**src/sesb_consts.svh**
```systemverilog
`ifndef SESB_CONSTS_SVH
`define SESB_CONSTS_SVH

// register map
`define SESB_ADDR_W        12
`define SESB_ISR_OFF       12'h10c
`define SESB_SECSTAT_OFF   12'h114

// bus responses
`define SESB_RESP_OKAY     2'h0
`define SESB_RESP_DECERR   2'h3

// detail flags occupy status bits 26..7
`define SESB_FLAG_LSB      7
`define SESB_FLAG_W        20
`define SESB_FLAG_RST      20'h10000
`define SESB_FLAG_LEVEL    20'h20000

// flag vector index ranges (status bit minus 7)
`define SESB_F_SEQ0_MSB    19
`define SESB_F_SEQ0_LSB    18
`define SESB_F_SEQ0_LIVE   17
`define SESB_F_XBUS_MSB    16
`define SESB_F_XBUS_LSB    15
`define SESB_F_TWI_MSB     14
`define SESB_F_TWI_LSB     10
`define SESB_F_VPROT_MSB   9
`define SESB_F_VPROT_LSB   7
`define SESB_F_VFIFO_MSB   6
`define SESB_F_VFIFO_LSB   4
`define SESB_F_AFIFO_MSB   3
`define SESB_F_AFIFO_LSB   0

// summary bits of the interrupt status word
`define SESB_SUM_SEQ0      23
`define SESB_SUM_XBUS      18
`define SESB_SUM_TWI       16
`define SESB_SUM_AFIFO     11
`define SESB_SUM_VPROT     10
`define SESB_SUM_VFIFO     9
`define SESB_SUM_XBUS_RST  1'h1

`endif

```
**src/sesb_pkg.sv**
```systemverilog
package sesb_pkg;

  // event and state inputs from the source units, all on ref_clk
  typedef struct packed {
    logic       seq0RegErr;
    logic       seq0PageErr;
    logic       seq0Run;
    logic       seq0Wait;
    logic       seq0Upload;
    logic       seq0Restart;
    logic       xbusTimeout;
    logic       xbusFormat;
    logic       twiAddrNack;
    logic       twiWriteNack;
    logic       twiReadNack;
    logic       twiArbLost;
    logic       twiFrame;
    logic       twiCmdStart;
    logic [2:0] vdmaProt;
    logic [2:0] vdmaReload;
    logic [2:0] vfifoFlow;
    logic [3:0] afifoErr;
    logic [3:0] afifoRestart;
  } sesb_src_t;

  // summary bits of the interrupt status word
  typedef struct packed {
    logic seq0;
    logic xbus;
    logic twi;
    logic afifo;
    logic vprot;
    logic vfifo;
  } sesb_sum_t;

  // register access from the bus slave
  typedef struct packed {
    logic        wrEn;
    logic [11:0] wrAddr;
    logic [31:0] wrData;
    logic [3:0]  wrStrb;
    logic [11:0] rdAddr;
  } sesb_regreq_t;

endpackage : sesb_pkg

```
**src/sesb_axil_slave.sv**
```systemverilog
`timescale 1ns/1ps
`default_nettype none
`include "sesb_consts.svh"

module sesb_axil_slave
  import sesb_pkg::*;
(
  // clock and reset
  input  wire logic                    ref_clk,
  input  wire logic                    rst_b,
  input  wire logic                    ce,
  // write address and data
  input  wire logic [`SESB_ADDR_W-1:0] awaddr,
  input  wire logic                    awvalid,
  output logic                         awready,
  input  wire logic [31:0]             wdata,
  input  wire logic [3:0]              wstrb,
  input  wire logic                    wvalid,
  output logic                         wready,
  // write response
  output logic [1:0]                   bresp,
  output logic                         bvalid,
  input  wire logic                    bready,
  // read
  input  wire logic [`SESB_ADDR_W-1:0] araddr,
  input  wire logic                    arvalid,
  output logic                         arready,
  output logic [31:0]                  rdata,
  output logic [1:0]                   rresp,
  output logic                         rvalid,
  input  wire logic                    rready,
  // register side
  output sesb_regreq_t                 req,
  input  wire logic [1:0]              wrResp,
  input  wire logic [31:0]             rdData,
  input  wire logic [1:0]              rdResp
);

  logic [`SESB_ADDR_W-1:0] awAddr;
  logic [31:0]             wData;
  logic [3:0]              wStrb;
  logic                    doWrite;

  // both halves held and no response pending
  assign doWrite = !awready && !wready && !bvalid;

  assign req.wrEn   = doWrite;
  assign req.wrAddr = awAddr;
  assign req.wrData = wData;
  assign req.wrStrb = wStrb;
  assign req.rdAddr = araddr;

  always_ff @(posedge ref_clk)
  begin
    if (!rst_b)
    begin
      awready <= 1'b1;
      wready  <= 1'b1;
      bvalid  <= 1'b0;
      bresp   <= `SESB_RESP_OKAY;
      awAddr  <= '0;
      wData   <= '0;
      wStrb   <= '0;
    end
    else if (ce)
    begin
      if (awvalid && awready)
      begin
        awAddr  <= awaddr;
        awready <= 1'b0;
      end
      if (wvalid && wready)
      begin
        wData  <= wdata;
        wStrb  <= wstrb;
        wready <= 1'b0;
      end
      if (doWrite)
      begin
        bvalid <= 1'b1;
        bresp  <= wrResp;
      end
      else if (bvalid && bready)
      begin
        bvalid  <= 1'b0;
        awready <= 1'b1;
        wready  <= 1'b1;
      end
    end
  end

  always_ff @(posedge ref_clk)
  begin
    if (!rst_b)
    begin
      arready <= 1'b1;
      rvalid  <= 1'b0;
      rdata   <= '0;
      rresp   <= `SESB_RESP_OKAY;
    end
    else if (ce)
    begin
      if (arvalid && arready)
      begin
        arready <= 1'b0;
        rvalid  <= 1'b1;
        rdata   <= rdData;
        rresp   <= rdResp;
      end
      else if (rvalid && rready)
      begin
        rvalid  <= 1'b0;
        arready <= 1'b1;
      end
    end
  end

endmodule : sesb_axil_slave
`default_nettype wire

```
**src/sesb_flag_bank.sv**
```systemverilog
`timescale 1ns/1ps
`default_nettype none
`include "sesb_consts.svh"

module sesb_flag_bank
  import sesb_pkg::*;
(
  // clock and reset
  input  wire logic                    ref_clk,
  input  wire logic                    rst_b,
  input  wire logic                    ce,
  // per flag set and clear
  input  wire logic [`SESB_FLAG_W-1:0] set,
  input  wire logic [`SESB_FLAG_W-1:0] clr,
  // flag state
  output logic      [`SESB_FLAG_W-1:0] flags
);

  localparam logic [`SESB_FLAG_W-1:0] RstVal = `SESB_FLAG_RST;
  localparam logic [`SESB_FLAG_W-1:0] Level  = `SESB_FLAG_LEVEL;

  genvar i;
  generate
    for (i = 0; i < `SESB_FLAG_W; i++)
    begin : g_flag
      always_ff @(posedge ref_clk)
      begin
        if (!rst_b)
          flags[i] <= RstVal[i];
        else if (ce)
        begin
          if (Level[i])
            flags[i] <= set[i];
          else if (set[i])
            flags[i] <= 1'b1;
          else if (clr[i])
            flags[i] <= 1'b0;
        end
      end
    end
  endgenerate
endmodule : sesb_flag_bank
`default_nettype wire

```
**src/sesb_top.sv**
```systemverilog
// Local design decision: the AXI4-Lite slave port.
`timescale 1ns/1ps
`default_nettype none
`include "sesb_consts.svh"

module sesb_top
  import sesb_pkg::*;
(
  // clock, reset, enable
  input  wire logic                    ref_clk,
  input  wire logic                    rst_b,
  input  wire logic                    ce,
  // source unit events
  input  wire sesb_src_t               src,
  // axi4-lite write
  input  wire logic [`SESB_ADDR_W-1:0] awaddr,
  input  wire logic                    awvalid,
  output logic                         awready,
  input  wire logic [31:0]             wdata,
  input  wire logic [3:0]              wstrb,
  input  wire logic                    wvalid,
  output logic                         wready,
  output logic [1:0]                   bresp,
  output logic                         bvalid,
  input  wire logic                    bready,
  // axi4-lite read
  input  wire logic [`SESB_ADDR_W-1:0] araddr,
  input  wire logic                    arvalid,
  output logic                         arready,
  output logic [31:0]                  rdata,
  output logic [1:0]                   rresp,
  output logic                         rvalid,
  input  wire logic                    rready,
  // state seen by the rest of the chip
  output logic [`SESB_FLAG_W-1:0]      statusFlags,
  output sesb_sum_t                    isrSummary
);

  localparam logic [`SESB_FLAG_W-1:0] Level = `SESB_FLAG_LEVEL;

  sesb_regreq_t             req;
  logic [1:0]               wrResp;
  logic [31:0]              rdData;
  logic [1:0]               rdResp;
  logic [31:0]              strbMask;
  logic [31:0]              isrClr;
  logic [`SESB_FLAG_W-1:0]  setVec;
  logic [`SESB_FLAG_W-1:0]  clrVec;
  logic                     seq0Live;
  logic                     seq0Clr;
  logic                     xbusClr;
  logic                     twiClr;
  logic [31:0]              isrWord;
  sesb_sum_t                next_sum;

  sesb_axil_slave u_slave (
    .ref_clk (ref_clk),
    .rst_b   (rst_b),
    .ce      (ce),
    .awaddr  (awaddr),
    .awvalid (awvalid),
    .awready (awready),
    .wdata   (wdata),
    .wstrb   (wstrb),
    .wvalid  (wvalid),
    .wready  (wready),
    .bresp   (bresp),
    .bvalid  (bvalid),
    .bready  (bready),
    .araddr  (araddr),
    .arvalid (arvalid),
    .arready (arready),
    .rdata   (rdata),
    .rresp   (rresp),
    .rvalid  (rvalid),
    .rready  (rready),
    .req     (req),
    .wrResp  (wrResp),
    .rdData  (rdData),
    .rdResp  (rdResp)
  );

  // write-one-to-clear on the summary word, byte lanes honoured
  assign strbMask = {{8{req.wrStrb[3]}}, {8{req.wrStrb[2]}},
                     {8{req.wrStrb[1]}}, {8{req.wrStrb[0]}}};
  assign isrClr   = (req.wrEn && req.wrAddr == `SESB_ISR_OFF)
                    ? (req.wrData & strbMask) : 32'h0;

  // the status word is accepted with okay but changes nothing
  assign wrResp = (req.wrAddr == `SESB_ISR_OFF ||
                   req.wrAddr == `SESB_SECSTAT_OFF)
                  ? `SESB_RESP_OKAY : `SESB_RESP_DECERR;

  assign seq0Live = src.seq0Run && !src.seq0Wait && !src.seq0Upload;
  assign seq0Clr  = isrClr[`SESB_SUM_SEQ0] || src.seq0Restart;
  assign xbusClr  = isrClr[`SESB_SUM_XBUS];
  assign twiClr   = isrClr[`SESB_SUM_TWI] || src.twiCmdStart;

  // set vector in status bit order 26 down to 7
  assign setVec = {src.seq0RegErr,
                   src.seq0PageErr,
                   seq0Live,
                   src.xbusTimeout,
                   src.xbusFormat,
                   src.twiAddrNack,
                   src.twiWriteNack,
                   src.twiReadNack,
                   src.twiArbLost,
                   src.twiFrame,
                   src.vdmaProt,
                   src.vfifoFlow,
                   src.afifoErr[3],
                   src.afifoErr[2],
                   src.afifoErr[1],
                   src.afifoErr[0]};

  assign clrVec = {{2{seq0Clr}},
                   1'b0,
                   {2{xbusClr}},
                   {5{twiClr}},
                   src.vdmaReload | {3{isrClr[`SESB_SUM_VPROT]}},
                   src.vdmaReload | {3{isrClr[`SESB_SUM_VFIFO]}},
                   src.afifoRestart | {4{isrClr[`SESB_SUM_AFIFO]}}};

  sesb_flag_bank u_flags (
    .ref_clk (ref_clk),
    .rst_b   (rst_b),
    .ce      (ce),
    .set     (setVec),
    .clr     (clrVec),
    .flags   (statusFlags)
  );

  // summary bits track the detail flags one cycle later
  always_comb
  begin
    next_sum.seq0  = |statusFlags[`SESB_F_SEQ0_MSB:`SESB_F_SEQ0_LSB];
    next_sum.xbus  = |statusFlags[`SESB_F_XBUS_MSB:`SESB_F_XBUS_LSB];
    next_sum.twi   = |statusFlags[`SESB_F_TWI_MSB:`SESB_F_TWI_LSB];
    next_sum.afifo = |statusFlags[`SESB_F_AFIFO_MSB:`SESB_F_AFIFO_LSB];
    next_sum.vprot = |statusFlags[`SESB_F_VPROT_MSB:`SESB_F_VPROT_LSB];
    next_sum.vfifo = |statusFlags[`SESB_F_VFIFO_MSB:`SESB_F_VFIFO_LSB];
  end

  always_ff @(posedge ref_clk)
  begin
    if (!rst_b)
    begin
      isrSummary      <= '0;
      isrSummary.xbus <= `SESB_SUM_XBUS_RST;
    end
    else if (ce)
      isrSummary <= next_sum;
  end

  // read decode
  always_comb
  begin
    isrWord                 = 32'h0;
    isrWord[`SESB_SUM_SEQ0]  = isrSummary.seq0;
    isrWord[`SESB_SUM_XBUS]  = isrSummary.xbus;
    isrWord[`SESB_SUM_TWI]   = isrSummary.twi;
    isrWord[`SESB_SUM_AFIFO] = isrSummary.afifo;
    isrWord[`SESB_SUM_VPROT] = isrSummary.vprot;
    isrWord[`SESB_SUM_VFIFO] = isrSummary.vfifo;
    rdResp                  = `SESB_RESP_OKAY;
    case (req.rdAddr)
      `SESB_ISR_OFF:     rdData = isrWord;
      `SESB_SECSTAT_OFF: rdData = {5'h0, statusFlags, 7'h0};
      default:
      begin
        rdData = 32'h0;
        rdResp = `SESB_RESP_DECERR;
      end
    endcase
  end
endmodule : sesb_top
`default_nettype wire

```
**config.mk**
```make
export PLATFORM = sky130hd
export DESIGN_NAME = sesb_top
export DESIGN_NICKNAME = d
export VERILOG_FILES = /design/src/sesb_pkg.sv /design/src/sesb_axil_slave.sv /design/src/sesb_flag_bank.sv /design/src/sesb_top.sv
export VERILOG_INCLUDE_DIRS = /design/src /design/src/src
export SDC_FILE = /design/constraint.sdc
export NUM_CORES = 1
export LEC_CHECK = 0
export ABC_CLOCK_PERIOD_IN_PS = 2330
export CAP_MARGIN = 0
export CORE_UTILIZATION = 65
export DETAILED_ROUTE_END_ITERATION = 10
export DONT_BUFFER_PORTS = 1
export PLACE_DENSITY = 0.91
export SYNTH_ARGS = -nofsm -noshare
export SYNTH_HDL_FRONTEND = slang
export SYNTH_HIERARCHICAL = 1
export SYNTH_SLANG_ARGS = --single-unit
```
**constraint.sdc**
```tcl
create_clock -name ref_clk -period 2.33 [get_ports ref_clk]
set_input_delay 0.233 -clock ref_clk [delete_from_list [all_inputs] [get_ports ref_clk]]
set_output_delay 0.233 -clock ref_clk [all_outputs]
set_load 0.03 [all_outputs]
```
# Yosys cells after proc, flatten, opt, wreduce, memory -nomap -nowiden
# Index checks and enable logic that the tools add are counted.
[totals] regBits=106 input_bits=99 out_inout_bits=67 elab_cells=164
[op_classes] eq_ne=4 n_mux=48 bitwise_logic=4 n_reduce_logical=71
[ops] operator="27-bit one-hot mux with 2 select lines" count=1
[ops] operator="2-bit AND reduction" count=25
[ops] operator="12-bit by 9-bit equality test with 1-bit output (second input constant)" count=4
[ops] operator="1-bit two-way mux" count=44
[ops] operator="2-bit nonzero test" count=21
[ops] operator="24-bit AND" count=1
[ops] operator="24-bit two-way mux" count=1
[ops] operator="1-bit logical AND" count=10
[ops] operator="3-bit bitwise OR" count=2
[ops] operator="2-bit OR reduction" count=3
[ops] operator="3-bit OR reduction" count=2
[ops] operator="1-bit zero test" count=5
[ops] operator="5-bit OR reduction" count=1
[ops] operator="2-bit two-way mux" count=2
[ops] operator="4-bit bitwise OR" count=1
[ops] operator="4-bit OR reduction" count=1
[ops] operator="1-bit logical OR" count=3

# Depth between registers and ports, before layout
# Gate-level depths: netlist of the first run.
[depth] word_depth=8 mapped_depth=8 mapped_depth_nobuf=6

# By module
# Netlist of the first run, hierarchy kept.
[by_module_without_submodules] mod="sesb_axil_slave" n_inst=1 cells_each=400 area_per_inst_um2=3751.1 seq_area_each_um2=1781.7
[by_module_without_submodules] mod="sesb_flag_bank" n_inst=1 cells_each=85 area_per_inst_um2=938.4 seq_area_each_um2=400.4
[by_module_without_submodules] mod="sesb_top" n_inst=1 cells_each=88 area_per_inst_um2=673.1 seq_area_each_um2=120.1

# Worst setup path before layout of the first run
# Ideal clock, no wire load.
[synth_path] path_type="register to register" startpoint="register u_slave.bvalid" endpoint="register u_flags.flags[16]" setup_time_ns=0.122 t_arrival_ns=1.874 t_required_ns=2.208 setup_slack_ns=0.334 stages_incl_launch_ff=9 n_path_buf=2 synth_period_minus_slack_ns=1.996 cell_sequence="dfxtp_1 -> nor3_1 -> buf_4 -> nand3b_4 -> nor4_4 -> buf_6 -> and3_1 -> nand2_2 -> a221o_1"
[synth_between] elab_chain_cells=6
[synth_rtl] element="start, declared" line_no="sesb_axil_slave.sv:22" rtl="output logic bvalid,"
[synth_rtl] element="start signal, assigned" line_no="sesb_axil_slave.sv:59" rtl="bvalid <= 1'b0;"
[synth_rtl] element="start signal, assigned" line_no="sesb_axil_slave.sv:80" rtl="bvalid <= 1'b1;"
[synth_rtl] element="start signal, assigned" line_no="sesb_axil_slave.sv:85" rtl="bvalid <= 1'b0;"
[synth_rtl] element="1-bit zero test" line_no="sesb_axil_slave.sv:45" rtl="assign doWrite = !awready && !wready && !bvalid;"
[synth_rtl] element="1-bit logical AND" line_no="sesb_axil_slave.sv:45"
[synth_rtl] element="net u_slave.doWrite" line_no="sesb_axil_slave.sv:42" rtl="logic doWrite;"
[synth_rtl] element="1-bit logical AND (no source line)"
[synth_rtl] element="24-bit two-way mux" line_no="sesb_top.sv:86" rtl="assign isrClr = (req.wrEn && req.wrAddr == `SESB_ISR_OFF)"
[synth_rtl] element="net clrVec[15]" line_no="sesb_top.sv:48" rtl="logic [`SESB_FLAG_W-1:0] clrVec;"
[synth_rtl] element="2-bit nonzero test (no source line)"
[synth_rtl] element="2-bit AND reduction (no source line)"
[synth_rtl] element="end signal, assigned by index" line_no="sesb_flag_bank.sv:29" rtl="flags[i] <= RstVal[i];"
[synth_rtl] element="end signal, assigned by index" line_no="sesb_flag_bank.sv:33" rtl="flags[i] <= set[i];"
[synth_rtl] element="end, declared" line_no="sesb_flag_bank.sv:16" rtl="output logic [`SESB_FLAG_W-1:0] flags"
# The timed path passes the listed nets, and every way through them passes these cells.
# A chain may end at the register's enable or synchronous reset.

# Final worst setup path of the first run
[layout_path] startpoint="register u_slave.awAddr[7]" endpoint="register u_flags.flags[3]"
[layout_between] elab_chain_cells=6
[layout_rtl] element="start, declared" line_no="sesb_axil_slave.sv:39" rtl="logic [`SESB_ADDR_W-1:0] awAddr;"
[layout_rtl] element="start signal, assigned" line_no="sesb_axil_slave.sv:69" rtl="awAddr <= awaddr;"
[layout_rtl] element="12-bit by 9-bit equality test with 1-bit output (no source line)"
[layout_rtl] element="1-bit logical AND (no source line)"
[layout_rtl] element="24-bit two-way mux" line_no="sesb_top.sv:86"
[layout_rtl] element="4-bit bitwise OR" line_no="sesb_top.sv:123" rtl="src.afifoRestart | {4{isrClr[`SESB_SUM_AFIFO]}}};"
[layout_rtl] element="net clrVec[3]" line_no="sesb_top.sv:48"
[layout_rtl] element="2-bit nonzero test (no source line)"
[layout_rtl] element="2-bit AND reduction (no source line)"
# The timed path passes the listed nets, and every way through them passes these cells.

==> run metrics, run 1 <==
status finished, final reports clean; first-pass GRT wire length 14400 µm; crit path cell chain or4b_4, nor4_4, buf_4, a31o_1, a21bo_1, a21oi_2; Die ar. 6930 µm²; crit path buf inv count 1; Int Pwr 2.21 mW; clk_lat worst skew 0.35 ns; Slew HR 0.300; GRT Total Usage 0.263; synthesized area 4290 µm²; clock power share 0.352; Switch Pwr 0.817 mW; hold_ws 0.0147 ns; Worst Hold Class input pin to register; slowest cell delay on critical path 0.56 ns; Fin Clk Skew 0.0113 ns; detailed-placement wirelength estimate 6340 µm; Avg WL per Cell 17.5 µm; Longest Clk Path Bufs 2; TritonRoute pass-1 iters 4; die height 83.3 µm; Setup TNS 0 ns; fillcell total 509; area grow syn2layout 1.55%; largest net degree at the start of global routing 122; CTS Buf Count 9; CP Data Required Time 2.53 ns; Non-Filler Instances 526; Crit Path Category register to register; share of cells above drive strength 1 0.111; switching share of power 0.270; CTS root buffer clkbuf_8; Slew Limit Fails 0; ANT cells 0; final hold vios 0; Combinational Power Share 0.086; Routed Wire Length 9230 µm; residual DRC count 0; Post-Place Worst Slack 0.359 ns; cell family with the largest share of critical-path delay simple AND/OR/NAND/NOR gates; RSZ-0062 raised after global routing no; GPL Wtd Cong 0.815; number of global-route vias before repair 2919; sequential power share 0.562; CTS resizes 0; pwr/cell area 695 nW/µm²; CTS tree yes; grt ovf 0; final net count 543; Ys Warns 6; count of final setup violators 0; via/cell ratio 5.77; Initial Util 0.676; Worst VDD drop 484 µV; synthesized netlist cell count 460; Max Cap Viol 0; Slowest-stage cell, CP or4b_4; Vias 3037; initial antenna violation count 0; CP Max Fanout 11; LEAKAGE 1.74 nW; row cnt 29; I/O pin count 166; final setup margin 0.333 ns; core area 6350 µm²; antenna-violating nets left 0; Mapped Avg Cell Area 9.33 µm²; PortBufs 0; H-tree Lvls 3; min cycle time layout 2.00 ns; Clock Sinks 87; initial DRC count 154; DIE WIDTH 83.3 µm; worst-margin pin slew 1.05 ns; WP data arrival 2.20 ns; Crit. End Element register; crit start category register; clk slew on worst S/H paths 0.09 ns; crit share post-route 0.857; FMAX 501 MHz; DP Cell Count 498
## worst paths after layout
check	end	slack, ns	start	cells after the start
max reg2reg	u_flags/flags[3]$_SDFFE_PN0P_	0.33	u_slave/awAddr[7]$_SDFFE_PN0P_	6
min	u_flags/flags[1]$_SDFFE_PN0P_	0.01	src[5]	2
min reg2reg	u_slave/awAddr[0]$_SDFFE_PN0P_	0.47	u_slave/awAddr[0]$_SDFFE_PN0P_	2
max	u_flags/flags[3]$_SDFFE_PN0P_	0.33	u_slave/awAddr[7]$_SDFFE_PN0P_	6
## registers in the layout, indices dropped and copies added (netlist names)
signal / flops
u_slave/rvalid: 1
u_slave/rdata: 32
u_slave/bresp: 2
u_slave/wData: 6
isrSummary: 6
u_slave/arready: 1
u_slave/bvalid: 1
u_slave/wready: 1
u_slave/rresp: 2
u_slave/awready: 1
u_flags/flags: 20
u_slave/wStrb: 2
u_slave/awAddr: 12
## cell type report
type / count / area, µm² / area share
Clock buffer: 10 / 138 / 0.0316
Clock inverter: 6 / 68.8 / 0.0158
Inverter: 2 / 7.51 / 0.00172
Multi-Input combinational cell: 328 / 2160 / 0.495
Sequential cell: 87 / 1740 / 0.400
Tap cell: 77 / 96.3 / 0.0221
Timing Repair Buffer: 16 / 150 / 0.0345
## layout by cell type, fill, tap and decap left out, drive strengths merged, types with 11 or more instances in the layout
master / n
a21oi: 21
dlygate4sd3: 12
mux2i: 57
nor2: 11
conb: 12
nand2: 132
a31o: 12
a21bo: 20
and3: 18
dfxtp: 87
## metal layers
layer,part of all wire,track usage,wire length (µm)
met1,0.43,0.336,4000
met2,0.47,0.416,4330
met3,0.076,0.0746,700
met4,0.022,0.111,201
met5,0,0,0
## power by group through the flow
stage	clock (mW)	combinational [mW]	sequential, mW
after floorplan	0	0.295	1.72
after detailed placement	0	0.230	1.74
after global routing	1.15	0.282	1.71
final	1.07	0.259	1.70
after global placement	0	0.219	1.73
after CTS	1.08	0.251	1.70
## per-stage QoR
| step | power, mW | instance area, µm² | util |
|---|---|---|---|
| after floorplan | 2.01 | 4330 | - |
| after global placement | 1.95 | 4030 | 0.635 |
| after detailed placement | 1.97 | 4030 | 0.635 |
| after CTS | 3.04 | 4330 | 0.682 |
| after global routing | 3.15 | 4360 | 0.686 |
| final | 3.03 | 4360 | 0.686 |
## worst reg2reg max path, delay by kind of cell, from the launching register on
kind / cells / cell delay (ns)
AOI/OAI and AO/OA: 3 / 0.36
buffers and inverters: 1 / 0.25
DFF: 1 / 0.33
and+or+nand+nor: 2 / 0.91
## timing repair
action                                 in CTS  in global routing
setup buffers                               0                  0
endpoints found under the hold margin      15                  3
hold buffers                                9                  3
No activity file was read; power rests on OpenSTA's default activity.
==> inputs of run 2 (changes only) <==
Settings changed: CELL_PAD_IN_SITES_DETAIL_PLACEMENT set to 0, CELL_PAD_IN_SITES_GLOBAL_PLACEMENT set to 1, CORE_UTILIZATION 65 to 48, TNS_END_PERCENT set to 5.
==> run 2 against run 1 <==
  * Cell count rose by 7.8%
  * Critical path depth did not move
  * Die area rose by 35%
  * First-iteration DRC count fell by 25%
  * Sequential power barely moved
  * Via count fell by 0.76%
  * Clock skew rose by 0.0040 ns
  * Critical path type unchanged
  * Worst hold slack got worse by 0.0053 ns
  * Largest power group unchanged
  * Critical endpoint is now u_flags/flags[18]$_SDFFE_PN0P_
  * Highest routed layer unchanged
  * Routed wire length rose by 3.4%
  * Flip-flop and latch count did not move
  * Non-clock buffer count rose by 10
==> run metrics, run 2 (synthesis gave the netlist of run 1 again) <==
biggest regs u_slave/rdata (32), u_flags/flags (20), u_slave/awAddr (12); worst-margin pin slew 0.796 ns; hold_ws 0.00941 ns; initial DRC count 115; GPL Wtd Cong 0.813; CP Data Required Time 2.53 ns; area grow syn2layout 4.69%; Avg WL per Cell 16.8 µm; core area 8680 µm²; commonest non-fill, non-tap cell in the layout nand2_1; CP Max Fanout 11; TritonRoute pass-1 iters 4; final hold vios 0; I/O pin count 166; largest net degree at the start of global routing 122; crit start category register; H-tree Lvls 3; Worst VDD drop 321 µV; CTS Buf Count 9; FMAX 486 MHz; final net count 553; RSZ-0062 raised after global routing no; status finished, final reports clean; antenna-violating nets left 0; via/cell ratio 5.32; PortBufs 0; pwr/cell area 679 nW/µm²; share of cells above drive strength 1 0.111; GRT Total Usage 0.198; clk slew on worst S/H paths 0.10 ns; Reg with most FFs u_slave/rdata; worst r2r src u_slave/awAddr[7]$_SDFFE_PN0P_; grt ovf 0; CTS tree yes; CP startpoint u_slave/awAddr[7]$_SDFFE_PN0P_; fillcell total 800; ANT cells 0; min cycle time layout 2.06 ns; crit share post-route 0.883; Vias 3014; die height 96.6 µm; Post-CTS Setup Inserts 0; Crit. End Element register; CTS resizes 0; number of global-route vias before repair 2731; DIE WIDTH 96.6 µm; Slew HR 0.469; max FFs per register 32; clk_lat worst skew 0.35 ns; CTS root buffer clkbuf_8; Routed Wire Length 9540 µm; residual DRC count 0; initial antenna violation count 0; hold buffer count at CTS 14; most frequent cells in the layout 121 x nand2_1, 87 x dfxtp_1, 57 x mux2i_1, 21 x dlygate4sd3_1, 18 x a21bo_1; detailed-placement wirelength estimate 6410 µm; min-delay src awaddr[10]; Fin Clk Skew 0.0152 ns; LEAKAGE 1.78 nW; row cnt 34; Crit Path Category register to register; Initial Util 0.495; Die ar. 9320 µm²; Slew Limit Fails 0; WP data arrival 2.26 ns; first-pass GRT wire length 13900 µm; Setup TNS 0 ns; Longest Clk Path Bufs 2; Clock Sinks 87; count of final setup violators 0; Worst Hold Class input pin to register; Max Cap Viol 0
run 2: cell count changes in the layout (fill, tap and decap cells not counted), sizes merged:
cell,previous run,this run
buf,4,5
clkinv,3,2
clkinvlp,1,2
dlygate4sd3,12,21
run 2: routing by layer:
layer,GRT usage,part of all wire,wire (µm),up-vias
met5,0,0,0,-
met4,0.0711,0.019,178,0
met3,0.0673,0.078,745,12
met2,0.301,0.44,4200,107
met1,0.259,0.46,4420,1377
li1,-,-,-,1518
run 2: path summary, 6_finish.rpt:
check	endpoint	slack, ns	depth (start not counted)
worst max-delay path	u_flags/flags[18]$_SDFFE_PN0P_	0.27	6
worst min-delay path	u_slave/awAddr[10]$_SDFFE_PN0P_	0.009	2
worst max register to register	u_flags/flags[18]$_SDFFE_PN0P_	0.27	6
worst min register to register	u_slave/awAddr[2]$_SDFFE_PN0P_	0.46	2
run 2: power by group:
part | internal (mW) | switching (mW)
clock | 0.529 | 0.551
combinational | 0.142 | 0.127
sequential | 1.55 | 0.151
run 2: worst max-delay path, stage by stage, from the launching register on:
cell and delay, ns:
dfxtp_1 0.33, or4b_4 0.57, nor4_4 0.39, buf_4 0.25, a31o_1 0.19, a21bo_1 0.12
a21oi_1 0.06
run 2: metrics by stage:
step	instances	power, mW	utilization	worst slack, ns	instance area, µm²
2_1_floorplan	471	2.01	-	0.334	4330
3_3_place_gp	530	1.96	0.470	0.365	4080
3_5_place_dp	530	1.97	0.470	0.294	4080
4_1_cts	560	3.07	0.510	0.268	4420
5_1_grt	567	3.19	0.518	0.186	4490
6_report	567	3.05	0.518	0.274	4490
run 2: final cells by class:
cell class              count  area (µm²)  share of cell area
clock inverters             6        67.6              0.0150
multi-input cells         328        2160               0.480
inverters                   2        7.51             0.00167
well taps                 108         135              0.0301
repair buffers             26         248              0.0551
clock buffers              10         138              0.0306
flip-flops and latches     87        1740               0.388
